File: src/fsw_pkg.sv
// Constants and types shared by the fieldbus status word formatter.
package fsw_pkg;

  // ----------------------------------------------------------------
  // Widths
  // ----------------------------------------------------------------
  localparam int WORD_W  = 16;
  localparam int INT_W   = 32;
  localparam int SPEED_W = 16;
  localparam int USER_W  = 4;

  // ----------------------------------------------------------------
  // Legacy profile bit positions
  // ----------------------------------------------------------------
  localparam int LG_RDY_ON_BIT    = 0;
  localparam int LG_RDY_OP_BIT    = 1;
  localparam int LG_OP_EN_BIT     = 2;
  localparam int LG_FAULT_BIT     = 3;
  localparam int LG_COAST_BIT     = 4;
  localparam int LG_QUICK_BIT     = 5;
  localparam int LG_SW_BLOCK_BIT  = 6;
  localparam int LG_WARN_BIT      = 7;
  localparam int LG_REF_REACH_BIT = 8;
  localparam int LG_REMOTE_BIT    = 9;
  localparam int LG_ABOVE_BIT     = 10;
  localparam int LG_USER_LO_BIT   = 11;
  localparam int LG_USER_HI_BIT   = 14;
  localparam int LG_RSVD_BIT      = 15;

  // ----------------------------------------------------------------
  // Native profile bit positions
  // ----------------------------------------------------------------
  localparam int NT_READY_BIT     = 0;
  localparam int NT_RUN_EN_BIT    = 1;
  localparam int NT_RSVD_BIT      = 2;
  localparam int NT_MODULATE_BIT  = 3;
  localparam int NT_ZERO_SPD_BIT  = 4;
  localparam int NT_ACCEL_BIT     = 5;
  localparam int NT_DECEL_BIT     = 6;
  localparam int NT_AT_SETPT_BIT  = 7;
  localparam int NT_LIMIT_BIT     = 8;
  localparam int NT_SUPERV_BIT    = 9;
  localparam int NT_REV_REF_BIT   = 10;
  localparam int NT_REV_ACT_BIT   = 11;
  localparam int NT_PANEL_BIT     = 12;
  localparam int NT_FB_LOCAL_BIT  = 13;
  localparam int NT_SECOND_BIT    = 14;
  localparam int NT_FAULT_BIT     = 15;

  // ----------------------------------------------------------------
  // Reset values, masks and tolerance figures
  // ----------------------------------------------------------------
  localparam logic [WORD_W-1:0] FSW_WORD_RESET  = 16'h0000;
  localparam logic [WORD_W-1:0] FSW_NATIVE_MASK = 16'hfffb;
  localparam logic [31:0]       FSW_TOL_PCT     = 32'h0000000a;
  localparam logic [31:0]       FSW_PCT_FULL    = 32'h00000064;

  // ----------------------------------------------------------------
  // Types
  // ----------------------------------------------------------------
  typedef enum logic {FSW_PROF_LEGACY, FSW_PROF_NATIVE} fsw_profile_t;

  typedef enum logic [1:0] {
    FSW_LOC_LOCAL,
    FSW_LOC_FIRST_EXTERNAL_SOURCE,
    FSW_LOC_SECOND_EXTERNAL_SOURCE
  } fsw_ctrl_loc_t;

endpackage

File: src/fsw_legacy_if.sv
// Interface carrying legacy status flags to the legacy bit mapper.
`timescale 1ns/1ps
interface fsw_legacy_if;
  import fsw_pkg::*;

  logic                ready_to_switch_on;
  logic                ready_to_operate;
  logic                normal_stop_command;
  logic                operation_enabled;
  logic                fault_state_flag;
  logic                coast_stop_command;
  logic                quick_stop_command;
  logic                switch_on_blocked_flag;
  logic                warning_active;
  logic                reference_reached_flag;
  fsw_ctrl_loc_t       location;
  logic                above_limit;
  logic [USER_W-1:0]   user_bits;
  logic [WORD_W-1:0]   word;

  modport source
  (
    output ready_to_switch_on,
    output ready_to_operate,
    output normal_stop_command,
    output operation_enabled,
    output fault_state_flag,
    output coast_stop_command,
    output quick_stop_command,
    output switch_on_blocked_flag,
    output warning_active,
    output reference_reached_flag,
    output location,
    output above_limit,
    output user_bits,
    input  word
  );

  modport mapper
  (
    input  ready_to_switch_on,
    input  ready_to_operate,
    input  normal_stop_command,
    input  operation_enabled,
    input  fault_state_flag,
    input  coast_stop_command,
    input  quick_stop_command,
    input  switch_on_blocked_flag,
    input  warning_active,
    input  reference_reached_flag,
    input  location,
    input  above_limit,
    input  user_bits,
    output word
  );
endinterface

File: src/fsw_legacy_map.sv
// Combinational mapper from drive flags to the legacy status word layout.
`timescale 1ns/1ps
module fsw_legacy_map
  import fsw_pkg::*;
(
  fsw_legacy_if.mapper lg
);

  // ----------------------------------------------------------------
  // Bit layout
  // ----------------------------------------------------------------
  always_comb
  begin
    lg.word                                 = FSW_WORD_RESET;
    lg.word[LG_RDY_ON_BIT]                  = lg.ready_to_switch_on;
    lg.word[LG_RDY_OP_BIT]                  = lg.ready_to_operate &
                                              ~lg.normal_stop_command;
    lg.word[LG_OP_EN_BIT]                   = lg.operation_enabled;
    lg.word[LG_FAULT_BIT]                   = lg.fault_state_flag;
    lg.word[LG_COAST_BIT]                   = ~lg.coast_stop_command;
    lg.word[LG_QUICK_BIT]                   = ~lg.quick_stop_command;
    lg.word[LG_SW_BLOCK_BIT]                = lg.switch_on_blocked_flag;
    lg.word[LG_WARN_BIT]                    = lg.warning_active;
    lg.word[LG_REF_REACH_BIT]               = lg.reference_reached_flag;
    lg.word[LG_REMOTE_BIT]                  = (lg.location != FSW_LOC_LOCAL);
    lg.word[LG_ABOVE_BIT]                   = lg.above_limit;
    lg.word[LG_USER_HI_BIT:LG_USER_LO_BIT]  = lg.user_bits;
    lg.word[LG_RSVD_BIT]                    = 1'b0;
  end

endmodule

File: src/fsw_status_formatter.sv
// Top of the fieldbus status word formatter with its two profile layouts.
//
// Summary of operation
// - Legacy profile converts internal drive flags into its own bit layout.
// - Legacy bits 0..2: ready on, ready to operate unless normal stop, enabled.
// - Legacy bits 3..7: fault, coast and quick stop inverted, switch-on blocked, warning.
// - Legacy bit 8 set when speed error is within ten percent of nominal.
// - Legacy bit 9 set for either external control location, clear for local.
// - Legacy bit 10 set when speed magnitude reaches supervision limit, any direction.
// - Legacy bits 11..14 carry four user bits; bit 15 reserved.
// - Native profile copies internal status bits 0..15 except bit 2; upper bits unused.
// - Native bit 0 start accepted, bit 1 run enable, bit 2 reserved.
// - Native bit 3 follows output modulation.
// - Native bit 4 follows zero speed.
// - Native bits 5 and 6 follow accelerating and decelerating.
// - Native bit 7 at setpoint, bit 8 operation limited.
// - Native bit 9 set while supervised value exceeds its limit.
// - Native bits 10 and 11 give reverse reference and reverse running.
// - Native bit 12 panel local control, bit 13 fieldbus local control.
// - Native bit 14 set for second external source, clear for first.
// - Native bit 15 follows the faulted condition.
// - Only the low sixteen bits of the internal word reach the master.
`timescale 1ns/1ps
module fsw_status_formatter
  import fsw_pkg::*;
(
  // Clock and reset
  input  wire logic                          clk_sys_in,
  input  wire logic                          resetn_in,
  // Configuration
  input  wire fsw_pkg::fsw_profile_t         profile_sel_in,
  // Native internal status word
  input  wire logic [fsw_pkg::INT_W-1:0]     internal_status_in,
  // Legacy state and supervision flags
  input  wire logic                          ready_to_switch_on_in,
  input  wire logic                          ready_to_operate_in,
  input  wire logic                          normal_stop_command_in,
  input  wire logic                          operation_enabled_in,
  input  wire logic                          fault_state_flag_in,
  input  wire logic                          coast_stop_command_in,
  input  wire logic                          quick_stop_command_in,
  input  wire logic                          switch_on_blocked_flag_in,
  input  wire logic                          warning_active_in,
  input  wire fsw_pkg::fsw_ctrl_loc_t        control_location_in,
  input  wire logic [fsw_pkg::USER_W-1:0]    user_status_in,
  // Speed supervision values
  input  wire logic signed [fsw_pkg::SPEED_W-1:0] actual_speed_in,
  input  wire logic signed [fsw_pkg::SPEED_W-1:0] reference_speed_in,
  input  wire logic [fsw_pkg::SPEED_W-1:0]   nominal_speed_in,
  input  wire logic [fsw_pkg::SPEED_W-1:0]   supervision_limit_in,
  // Status words toward the fieldbus master
  output logic [fsw_pkg::WORD_W-1:0]         status_word_out,
  output logic [fsw_pkg::WORD_W-1:0]         legacy_status_word_out,
  output logic [fsw_pkg::WORD_W-1:0]         native_status_word_out,
  output fsw_pkg::fsw_profile_t              active_profile_out,
  output logic                               status_change_out
);
  import fsw_pkg::*;

  // ----------------------------------------------------------------
  // Speed supervision
  // ----------------------------------------------------------------
  logic signed [SPEED_W:0] speed_err;
  logic [SPEED_W:0]        err_mag;
  logic [SPEED_W:0]        act_mag;
  logic                    reference_reached_flag;
  logic                    above_limit;

  assign speed_err = SPEED_W'(0) + (SPEED_W+1)'(actual_speed_in) -
                     (SPEED_W+1)'(reference_speed_in);

  always_comb
  begin
    err_mag = speed_err[SPEED_W] ? (SPEED_W+1)'(-speed_err) : speed_err;
    act_mag = actual_speed_in[SPEED_W-1] ?
              (SPEED_W+1)'(-(SPEED_W+1)'(actual_speed_in)) :
              (SPEED_W+1)'(actual_speed_in);
  end

  // The error is scaled by the full percentage so no division is needed.
  assign reference_reached_flag = (32'(err_mag) * FSW_PCT_FULL) <=
                                  (32'(nominal_speed_in) * FSW_TOL_PCT);
  // The magnitude covers both rotation directions.
  assign above_limit = act_mag >= (SPEED_W+1)'(supervision_limit_in);

  // ----------------------------------------------------------------
  // Legacy layout
  // ----------------------------------------------------------------
  fsw_legacy_if lg_if ();

  assign lg_if.ready_to_switch_on     = ready_to_switch_on_in;
  assign lg_if.ready_to_operate       = ready_to_operate_in;
  assign lg_if.normal_stop_command    = normal_stop_command_in;
  assign lg_if.operation_enabled      = operation_enabled_in;
  assign lg_if.fault_state_flag       = fault_state_flag_in;
  assign lg_if.coast_stop_command     = coast_stop_command_in;
  assign lg_if.quick_stop_command     = quick_stop_command_in;
  assign lg_if.switch_on_blocked_flag = switch_on_blocked_flag_in;
  assign lg_if.warning_active         = warning_active_in;
  assign lg_if.reference_reached_flag = reference_reached_flag;
  assign lg_if.location               = control_location_in;
  assign lg_if.above_limit            = above_limit;
  assign lg_if.user_bits              = user_status_in;

  fsw_legacy_map u_legacy_map
  (
    .lg (lg_if.mapper)
  );

  // ----------------------------------------------------------------
  // Native layout
  // ----------------------------------------------------------------
  logic [WORD_W-1:0] native_word;

  // Bits 16 and up of the internal word are dropped; bit 2 reads zero.
  assign native_word = internal_status_in[WORD_W-1:0] &
                       FSW_NATIVE_MASK;

  // ----------------------------------------------------------------
  // Profile selection and output registers
  // ----------------------------------------------------------------
  logic [WORD_W-1:0] status_word_d;
  logic [WORD_W-1:0] status_word_q;
  logic [WORD_W-1:0] legacy_word_q;
  logic [WORD_W-1:0] native_word_q;
  fsw_profile_t      profile_q;
  logic              change_q;

  always_comb
  begin
    case (profile_sel_in)
      FSW_PROF_LEGACY: status_word_d = lg_if.word;
      FSW_PROF_NATIVE: status_word_d = native_word;
      default:         status_word_d = FSW_WORD_RESET;
    endcase
  end

  always_ff @(posedge clk_sys_in)
  begin
    if (!resetn_in)
    begin
      status_word_q <= FSW_WORD_RESET;
    end
    else
    begin
      status_word_q <= status_word_d;
    end
  end

  always_ff @(posedge clk_sys_in)
  begin
    if (!resetn_in)
    begin
      legacy_word_q <= FSW_WORD_RESET;
      native_word_q <= FSW_WORD_RESET;
    end
    else
    begin
      legacy_word_q <= lg_if.word;
      native_word_q <= native_word;
    end
  end

  always_ff @(posedge clk_sys_in)
  begin
    if (!resetn_in)
    begin
      profile_q <= FSW_PROF_LEGACY;
    end
    else
    begin
      profile_q <= profile_sel_in;
    end
  end

  // One-cycle pulse whenever the word presented to the master changes.
  always_ff @(posedge clk_sys_in)
  begin
    if (!resetn_in)
    begin
      change_q <= 1'b0;
    end
    else
    begin
      change_q <= (status_word_d != status_word_q);
    end
  end

  assign status_word_out        = status_word_q;
  assign legacy_status_word_out = legacy_word_q;
  assign native_status_word_out = native_word_q;
  assign active_profile_out     = profile_q;
  assign status_change_out      = change_q;

  // ----------------------------------------------------------------
  // Checks
  // ----------------------------------------------------------------
  logic legacy_sel;
  logic native_sel;

  assign legacy_sel = (profile_sel_in == FSW_PROF_LEGACY);
  assign native_sel = (profile_sel_in == FSW_PROF_NATIVE);

  // The checks start one edge after reset release. At the releasing edge the
  // disable condition already sees reset high while the words still hold zero.
  logic check_armed_q;

  always_ff @(posedge clk_sys_in)
  begin
    if (!resetn_in)
    begin
      check_armed_q <= 1'b0;
    end
    else
    begin
      check_armed_q <= 1'b1;
    end
  end

  a_legacy_ready_bits: assert property (
    @(posedge clk_sys_in) disable iff (!resetn_in || !check_armed_q)
    legacy_sel |=> (status_word_out[LG_RDY_ON_BIT] == $past(ready_to_switch_on_in)) &&
                   (status_word_out[LG_RDY_OP_BIT] ==
                    ($past(ready_to_operate_in) && !$past(normal_stop_command_in))) &&
                   (status_word_out[LG_OP_EN_BIT] == $past(operation_enabled_in)))
    else $error("Legacy ready bits do not follow the drive state.");

  a_legacy_stop_bits: assert property (
    @(posedge clk_sys_in) disable iff (!resetn_in || !check_armed_q)
    (legacy_sel && coast_stop_command_in && !quick_stop_command_in) |=>
      !status_word_out[LG_COAST_BIT] && status_word_out[LG_QUICK_BIT])
    else $error("Legacy stop bits are not active low.");

  a_legacy_fault_warn: assert property (
    @(posedge clk_sys_in) disable iff (!resetn_in || !check_armed_q)
    legacy_sel |=> (status_word_out[LG_FAULT_BIT] == $past(fault_state_flag_in)) &&
                   (status_word_out[LG_SW_BLOCK_BIT] == $past(switch_on_blocked_flag_in)) &&
                   (status_word_out[LG_WARN_BIT] == $past(warning_active_in)))
    else $error("Legacy fault, blocked or warning bit is wrong.");

  a_legacy_ref_reach: assert property (
    @(posedge clk_sys_in) disable iff (!resetn_in || !check_armed_q)
    (legacy_sel && (actual_speed_in == reference_speed_in)) |=>
      status_word_out[LG_REF_REACH_BIT])
    else $error("Zero speed error did not report reference reached.");

  a_legacy_remote: assert property (
    @(posedge clk_sys_in) disable iff (!resetn_in || !check_armed_q)
    legacy_sel |=> status_word_out[LG_REMOTE_BIT] ==
                   ($past(control_location_in) != FSW_LOC_LOCAL))
    else $error("Remote bit does not follow the control location.");

  a_legacy_above: assert property (
    @(posedge clk_sys_in) disable iff (!resetn_in || !check_armed_q)
    (legacy_sel && (supervision_limit_in == 16'h0000)) |=>
      status_word_out[LG_ABOVE_BIT])
    else $error("Above-limit bit clear with a zero limit.");

  a_legacy_below: assert property (
    @(posedge clk_sys_in) disable iff (!resetn_in || !check_armed_q)
    (legacy_sel && (actual_speed_in == 16'sh0000) && (supervision_limit_in != 16'h0000)) |=>
      !status_word_out[LG_ABOVE_BIT])
    else $error("Above-limit bit set at standstill with a nonzero limit.");

  a_legacy_user_rsvd: assert property (
    @(posedge clk_sys_in) disable iff (!resetn_in || !check_armed_q)
    legacy_sel |=> (status_word_out[LG_USER_HI_BIT:LG_USER_LO_BIT] ==
                    $past(user_status_in)) && !status_word_out[LG_RSVD_BIT])
    else $error("User bits or reserved bit wrong in legacy word.");

  a_native_copy: assert property (
    @(posedge clk_sys_in) disable iff (!resetn_in || !check_armed_q)
    native_sel |=> status_word_out == $past(native_word))
    else $error("Native word is not a copy of the internal status.");

  a_native_rsvd_zero: assert property (
    @(posedge clk_sys_in) disable iff (!resetn_in || !check_armed_q)
    native_sel ##1 native_sel |-> !status_word_out[NT_RSVD_BIT])
    else $error("Reserved native bit reads one.");

  a_native_fault_dir: assert property (
    @(posedge clk_sys_in) disable iff (!resetn_in || !check_armed_q)
    (native_sel && internal_status_in[NT_FAULT_BIT] &&
     internal_status_in[NT_SECOND_BIT]) |=>
      status_word_out[NT_FAULT_BIT] && status_word_out[NT_SECOND_BIT])
    else $error("Native fault or second source bit lost.");

  a_native_motion: assert property (
    @(posedge clk_sys_in) disable iff (!resetn_in || !check_armed_q)
    native_sel |=> (status_word_out[NT_ACCEL_BIT] == $past(internal_status_in[NT_ACCEL_BIT]))
                && (status_word_out[NT_DECEL_BIT] == $past(internal_status_in[NT_DECEL_BIT])))
    else $error("Native motion bits not copied.");

  a_upper_ignored: assert property (
    @(posedge clk_sys_in) disable iff (!resetn_in || !check_armed_q)
    (native_sel && $stable(internal_status_in[WORD_W-1:0]) && $past(native_sel) &&
     $past(resetn_in)) |=> $stable(status_word_out))
    else $error("Upper internal bits disturbed the status word.");

  a_change_pulse: assert property (
    @(posedge clk_sys_in) disable iff (!resetn_in || !check_armed_q)
    $changed(status_word_out) |-> status_change_out)
    else $error("Word change without a change pulse.");

  a_change_quiet: assert property (
    @(posedge clk_sys_in) disable iff (!resetn_in || !check_armed_q)
    !$changed(status_word_out) |-> !status_change_out)
    else $error("Change pulse without a word change.");

  a_profile_track: assert property (
    @(posedge clk_sys_in) disable iff (!resetn_in || !check_armed_q)
    (native_sel ##1 legacy_sel) |=> active_profile_out == FSW_PROF_LEGACY &&
                                    status_word_out == legacy_status_word_out)
    else $error("Profile switch not reflected at the output.");

endmodule

File: config.mk
export PLATFORM = sky130hd
export DESIGN_NAME = fsw_status_formatter
export DESIGN_NICKNAME = d
export VERILOG_FILES = /design/src/fsw_pkg.sv /design/src/fsw_legacy_if.sv /design/src/fsw_legacy_map.sv /design/src/fsw_status_formatter.sv
export SDC_FILE = /design/constraint.sdc
export NUM_CORES = 1
export LEC_CHECK = 0
export BUFFER_PORTS_ARGS = -buffer_cell sky130_fd_sc_hd__buf_2
export CAP_MARGIN = 20
export CORE_MARGIN = 1.5
export CORE_UTILIZATION = 35
export DETAILED_ROUTE_END_ITERATION = 6
export PLACE_DENSITY_LB_ADDON = 0.12
export SYNTH_ARGS = -nofsm -noshare
export SYNTH_HDL_FRONTEND = slang
export SYNTH_SLANG_ARGS = --single-unit
export TNS_END_PERCENT = 10
File: constraint.sdc
create_clock -name clk_sys_in -period 7.7 [get_ports clk_sys_in]
set_input_delay 1.155 -clock clk_sys_in [delete_from_list [all_inputs] [get_ports clk_sys_in]]
set_output_delay 1.155 -clock clk_sys_in [all_outputs]
set_load 0.005 [all_outputs]
# After elaboration in Yosys (flattened, before gate mapping)
# Index checks and enable logic that the tools add are counted.
dict set report word_totals {
  reg_bits 50
  in_bits 114
  output_inout_bits 50
  elab_cells 24
}
dict set report op_classes {
  addsub 3
  n_mul 2
  magnitude_cmp 2
  eq_ne 1
  mux 3
  n_bitwise 5
  reduce_logical 1
}
# op count
set op_table {}
lappend op_table {{17-bit two-way mux} 2}
lappend op_table {{16-bit case mux with 2 select lines} 1}
lappend op_table {{24-bit by 20-bit <= comparator with 1-bit output} 1}
lappend op_table {{17-bit by 5-bit multiplier with 22-bit output (second input constant)} 1}
lappend op_table {{16-bit by 3-bit multiplier with 19-bit output (second input constant)} 1}
lappend op_table {{17-bit by 16-bit greater-or-equal comparator with 1-bit output} 1}
lappend op_table {{16-bit negator with 17-bit output} 1}
lappend op_table {{17-bit negator} 1}
lappend op_table {{16-bit by 16-bit subtractor with 17-bit output} 1}
lappend op_table {{16-bit inequality test} 1}
lappend op_table {{1-bit inverter} 4}
lappend op_table {{2-bit nonzero test} 1}
lappend op_table {{1-bit bitwise AND} 1}

# Longest topological paths before layout
dict set report depth {
  word_depth 7
  ltp_mapped 36
  depth_no_buf 35
}

# By module
# A second synthesis with hierarchy kept.
dict set report unflattened {
  hier_cells 800
  area_unflattened_um2 6730.2
}
# mod instances cells_per_inst area_each_um2 seq_area_each_um2
set by_module_without_submodules {}
lappend by_module_without_submodules {fsw_status_formatter 1 783 6616.3 980.9}
lappend by_module_without_submodules {fsw_legacy_map 1 17 113.9 0.0}

# Worst setup path before layout
# No wires, ideal clock.
dict set report synth_timing {
  path_type {in2reg}
  start {input port actual_speed_in[0] (netlist name)}
  end {register change_q (netlist: status_change_out)}
  setup_ns 0.132
  t_arrival_ns 7.850
  slack_ns -0.282
  stages 34
  path_cell_list {inv_1 -> ha_1 -> fa_1 -> nor2b_1 -> o2111a_1 -> o21ai_2 -> a31oi_2 -> a21oi_1 -> o21ai_0 -> clkbuf_1 -> nor2_1 -> xor2_1 -> ha_1 -> ha_1 -> inv_1 -> fa_1 -> inv_1 -> ha_1 -> a21oi_1 -> nor2b_1 -> o41a_1 -> nor2_1 -> o211ai_1 -> a21oi_1 -> xnor2_1 -> ha_1 -> a21oi_1 -> o21ai_0 -> a211o_1 -> o31ai_1 -> o211a_1 -> o211ai_1 -> nor4_1 -> a211oi_1}
}
dict set report synth_between {
  elab_chain_cells 7
  word_cells_on_any_way 10
}
# element line_no
set synth_lines {}
lappend synth_lines {{start, declared} fsw_status_formatter.sv:47} ;# input wire logic signed [fsw_pkg::SPEED_W-1:0] actual_speed_in,
lappend synth_lines {{16-bit by 16-bit subtractor with 17-bit output} fsw_status_formatter.sv:69} ;# assign speed_err = SPEED_W'(0) + (SPEED_W+1)'(actual_speed_in) -
lappend synth_lines {{17-bit negator} fsw_status_formatter.sv:74} ;# err_mag = speed_err[SPEED_W] ? (SPEED_W+1)'(-speed_err) : speed_err;
lappend synth_lines {{17-bit two-way mux} fsw_status_formatter.sv:74}
lappend synth_lines {{17-bit by 5-bit multiplier with 22-bit output} fsw_status_formatter.sv:81} ;# assign reference_reached_flag = (32'(err_mag) * FSW_PCT_FULL) <=
lappend synth_lines {{24-bit by 20-bit <= comparator with 1-bit output} fsw_status_formatter.sv:81}
lappend synth_lines {{16-bit case mux with 2 select lines *} fsw_status_formatter.sv:131} ;# case (profile_sel_in)
lappend synth_lines {{16-bit inequality test *} fsw_status_formatter.sv:185} ;# change_q <= (status_word_d != status_word_q);
lappend synth_lines {{end signal, assigned} fsw_status_formatter.sv:185}
lappend synth_lines {{end, declared} fsw_status_formatter.sv:127} ;# logic change_q;
# Mark *: on every way between the ends. The rest lies on a longest branch, timed or not.
# A chain may end at the register's enable or synchronous reset.

# Worst setup path after layout
# Same ends and word-level chain as after synthesis.

==> metrics.md <==
| Metric | Value |
|---|---|
| Yosys top cell by area | `ha_1` |
| Synth unique cells | `75` |
| Area contributors post-synth | `ha_1 26%, dfxtp_1 15%, xnor2_1 6.5%` |
| Worst EP required | `just under 8 ns` |
| CTS root buf | `clkbuf_16` |
| Top Usage Layer GRT | `met2` |
| Crit share post-route | `between 90% and 100%` |
| Via density | `between 4 and 5` |
| Share of flip-flops with an asynchronous set or reset | `0%` |
| Reg2reg setup slack | `between 4 and 5 ns` |
| CTS Buffer Depth | `2` |
| Crit Path Class | `input port to register` |
| Synth Instances | `around 810` |
| Final WL | `15,100 um` |
| Antenna violations before repair | `0` |
| Worst slew pin tran | `around 0.69 ns` |
| Critical Path Fanout Max | `7` |
| Status | `complete, no violations` |
| Slew Viols, Final | `0` |
| Syn avg cell area | `~8 sq um` |
| Hold_ws | `around 0.69 ns` |
| Row cnt | `50` |
| Critical path startpoint category | `input port` |
| ANT cells | `0` |
| I/O Buffers | `roughly 140` |
| Cell Count, Final, Fillers Out | `between 1,000 and 1,500` |
| Data arrival time of the worst path | `7.52 ns` |
| Setup WS post-layout | `slightly below 0.4 ns` |
| CP max stage delay | `roughly 0.51 ns` |
| Global placement routability congestion | `approximately 0.79` |
| Vias in the first global route | `around 5,900` |
| Synth Cell Area | `approximately 6600 sq um` |
| CP dominant cell by count | `ha_1` |
| WL/cell | `roughly 12 um` |
| Sink Count | `48` |
| Max_slew headroom | `53.9%` |
| First-pass GRT wire length | `25,600 um` |
| Slowest stage cell, crit path | `fa_1` |
| LEAKAGE | `roughly 4.5 nW` |
| CTS tree | `done` |
| Setup Skew | `0.00751 ns` |
| Drt drc | `0` |
| Routed vias | `about 6,300` |
| Sequential area share after synthesis | `~15%` |
| Power Dens Cells | `between 400 and 500 nW/um^2` |
| Initial drt markers | `between 150 and 200` |
| EDFF count, synth | `0` |
| M3 GR Usage | `1.30%` |
| Max-cap violations | `0` |
| Synth-to-layout area growth | `32.9%` |
| Yosys warns | `0` |
| Finished Core Util | `47.1%` |
| Leading cell type in the layout, fill and taps excluded | `buf_2` |
| Placed cell count | `between 1,000 and 1,500` |
| Share of cells above drive strength 1 | `30.0%` |
| Maximum VDD drop | `0.333 mV` |
| Die Ht | `approximately 140 um` |
| Fill cells | `1,925` |
| Die area | `roughly 20,000 sq um` |
| Top Ports | `about 160` |
| Total gr overflow | `0` |
| Total track usage | `approximately 15%` |
| Seq cells post-synth | `48` |
| GR Util met1 | `approximately 20%` |
| Core ar. | `~19,000 sq um` |
| DR pass1 iterations | `7` |
| Clock Latency Late Sink | `a little under 0.3 ns` |
| Layout Nets | `around 1,300` |
| Placed Area | `about 8400 sq um` |
| HPWL Detailed | `around 13,000 um` |
| Max Freq | `137 MHz` |
| Crit path capture type | `register` |
| Final hold vios | `0` |
| Detail Route Antenna Nets | `0` |
| Met2 usage | `around 28%` |
| Chip width | `140 um` |
| Pin count of the biggest net entering global routing | `28` |
| Design Power | `between 4 and 5 mW` |
| Most frequent cells in the layout | `144 x buf_2, 131 x ha_1, 119 x buf_4` |
| Clock transition at the registers of the reported paths | `0.06 ns` |
| Num CTS Buffers | `5` |
| Sum of negative setup slack | `0 ns` |
| Worst min-delay path category | `register to register` |
| Initial core utilization | `around 35%` |
| Post-route cell area | `between 8000 and 9000 sq um` |
| Top_reg_cell synth | `dfxtp_1` |
| Share of the synthesized area in the top cell type | `around a quarter` |
| Final setup fails | `0` |
| Cts hold-fix bufs | `0` |
| CTS H-tree lvls | `2` |
| Final Critical Period | `roughly 7.3 ns` |
| Pre-CTS setup slack | `-0.461 ns` |
cell usage after synthesis, types with 3 or more instances:
library cell,count
a211o_1,3
a21boi_0,3
a21o_1,11
a21oi_1,54
a311oi_1,3
a31oi_1,6
and2_1,31
and3_1,6
and4_1,4
clkbuf_1,9
dfxtp_1,48
fa_1,13
ha_1,135
inv_1,107
mux2i_1,11
nand2_1,36
nand2b_1,8
nand3_1,17
nand4_1,11
nor2_1,49
nor2b_1,15
nor3_1,16
nor4_1,9
o211ai_1,6
o21a_1,12
o21ai_0,39
o21ai_1,3
o22ai_1,3
o311ai_0,3
o31a_1,3
o31ai_1,7
or2_2,4
or3_1,6
or4_1,3
xnor2_1,49
xnor2_2,3
xor2_1,24
what timing repair did:
item | CTS | global route
pin swaps | 3 | 33
setup endpoints to repair | 3 | 3
resized for setup | 5 | 28
setup buffers | 2 | 9
layer usage:
metal  share of wire [%]  vias to the layer above
li1                    -                     3383
met1                  49                     2810
met2                  47                      103
met3                 3.2                        6
met4                0.62                        0
met5                   0                        -
final cells by class:
type                    count  area [sq um]  share of cell area [%]
flip-flops and latches     48           961                    10.9
clock inverters             1          8.76                  0.0997
well taps                 234           293                    3.33
repair buffers            264          1630                    18.5
inverters                 107           402                    4.57
multi-input cells         647          5360                    61.0
clock buffers               6           139                    1.58
state kept, by name (all words and copies together) (netlist names):
register	flops
status_word_out	16
legacy_status_word_out	15
active_profile_out	1
native_status_word_out	15
status_change_out	1
final timing paths:
path	cells past startpoint	startpoint	to
worst max-delay path	36	actual_speed_in[0]	status_change_out$_SDFF_PN0_
worst min-delay path	2	status_word_out[8]$_SDFF_PN0_	status_change_out$_SDFF_PN0_
worst max register to register	9	status_word_out[2]$_SDFF_PN0_	status_change_out$_SDFF_PN0_
worst min register to register	2	status_word_out[8]$_SDFF_PN0_	status_change_out$_SDFF_PN0_
where the power goes:
group | switching [mW] | internal, mW | total (mW)
logic | 1.79 | 1.89 | 3.68
clock network | 0.0859 | 0.128 | 0.214
registers | 0.00732 | 0.265 | 0.272
total | 1.89 | 2.28 | 4.17
cell families (layout without fill, tap and decap cells):
| family | count (synthesis) | in the layout | share of synthesized area, % |
|---|---|---|---|
| and+or+nand+nor | 225 | 225 | 18.4 |
| AOI/OAI and AO/OA | 184 | 184 | 18.4 |
| adders and majority gates | 148 | 148 | 29.5 |
| buffers and inverters | 119 | 378 | 6.89 |
| xor gates and xnor gates | 76 | 76 | 10.4 |
| DFF | 48 | 48 | 14.5 |
| muxes | 12 | 12 | 1.84 |
| other | 1 | 2 | 0.0567 |
critical path, delay by kind of cell:
kind	cells	cell delay, ns
AND/OR/NAND/NOR	6	0.56
XOR/XNOR	2	0.31
adder cells (fa/ha/maj)	7	2.11
AO/OA/AOI/OAI	14	2.69
buffers and inverters	7	0.66
No activity file was read; power rests on OpenSTA's default activity.
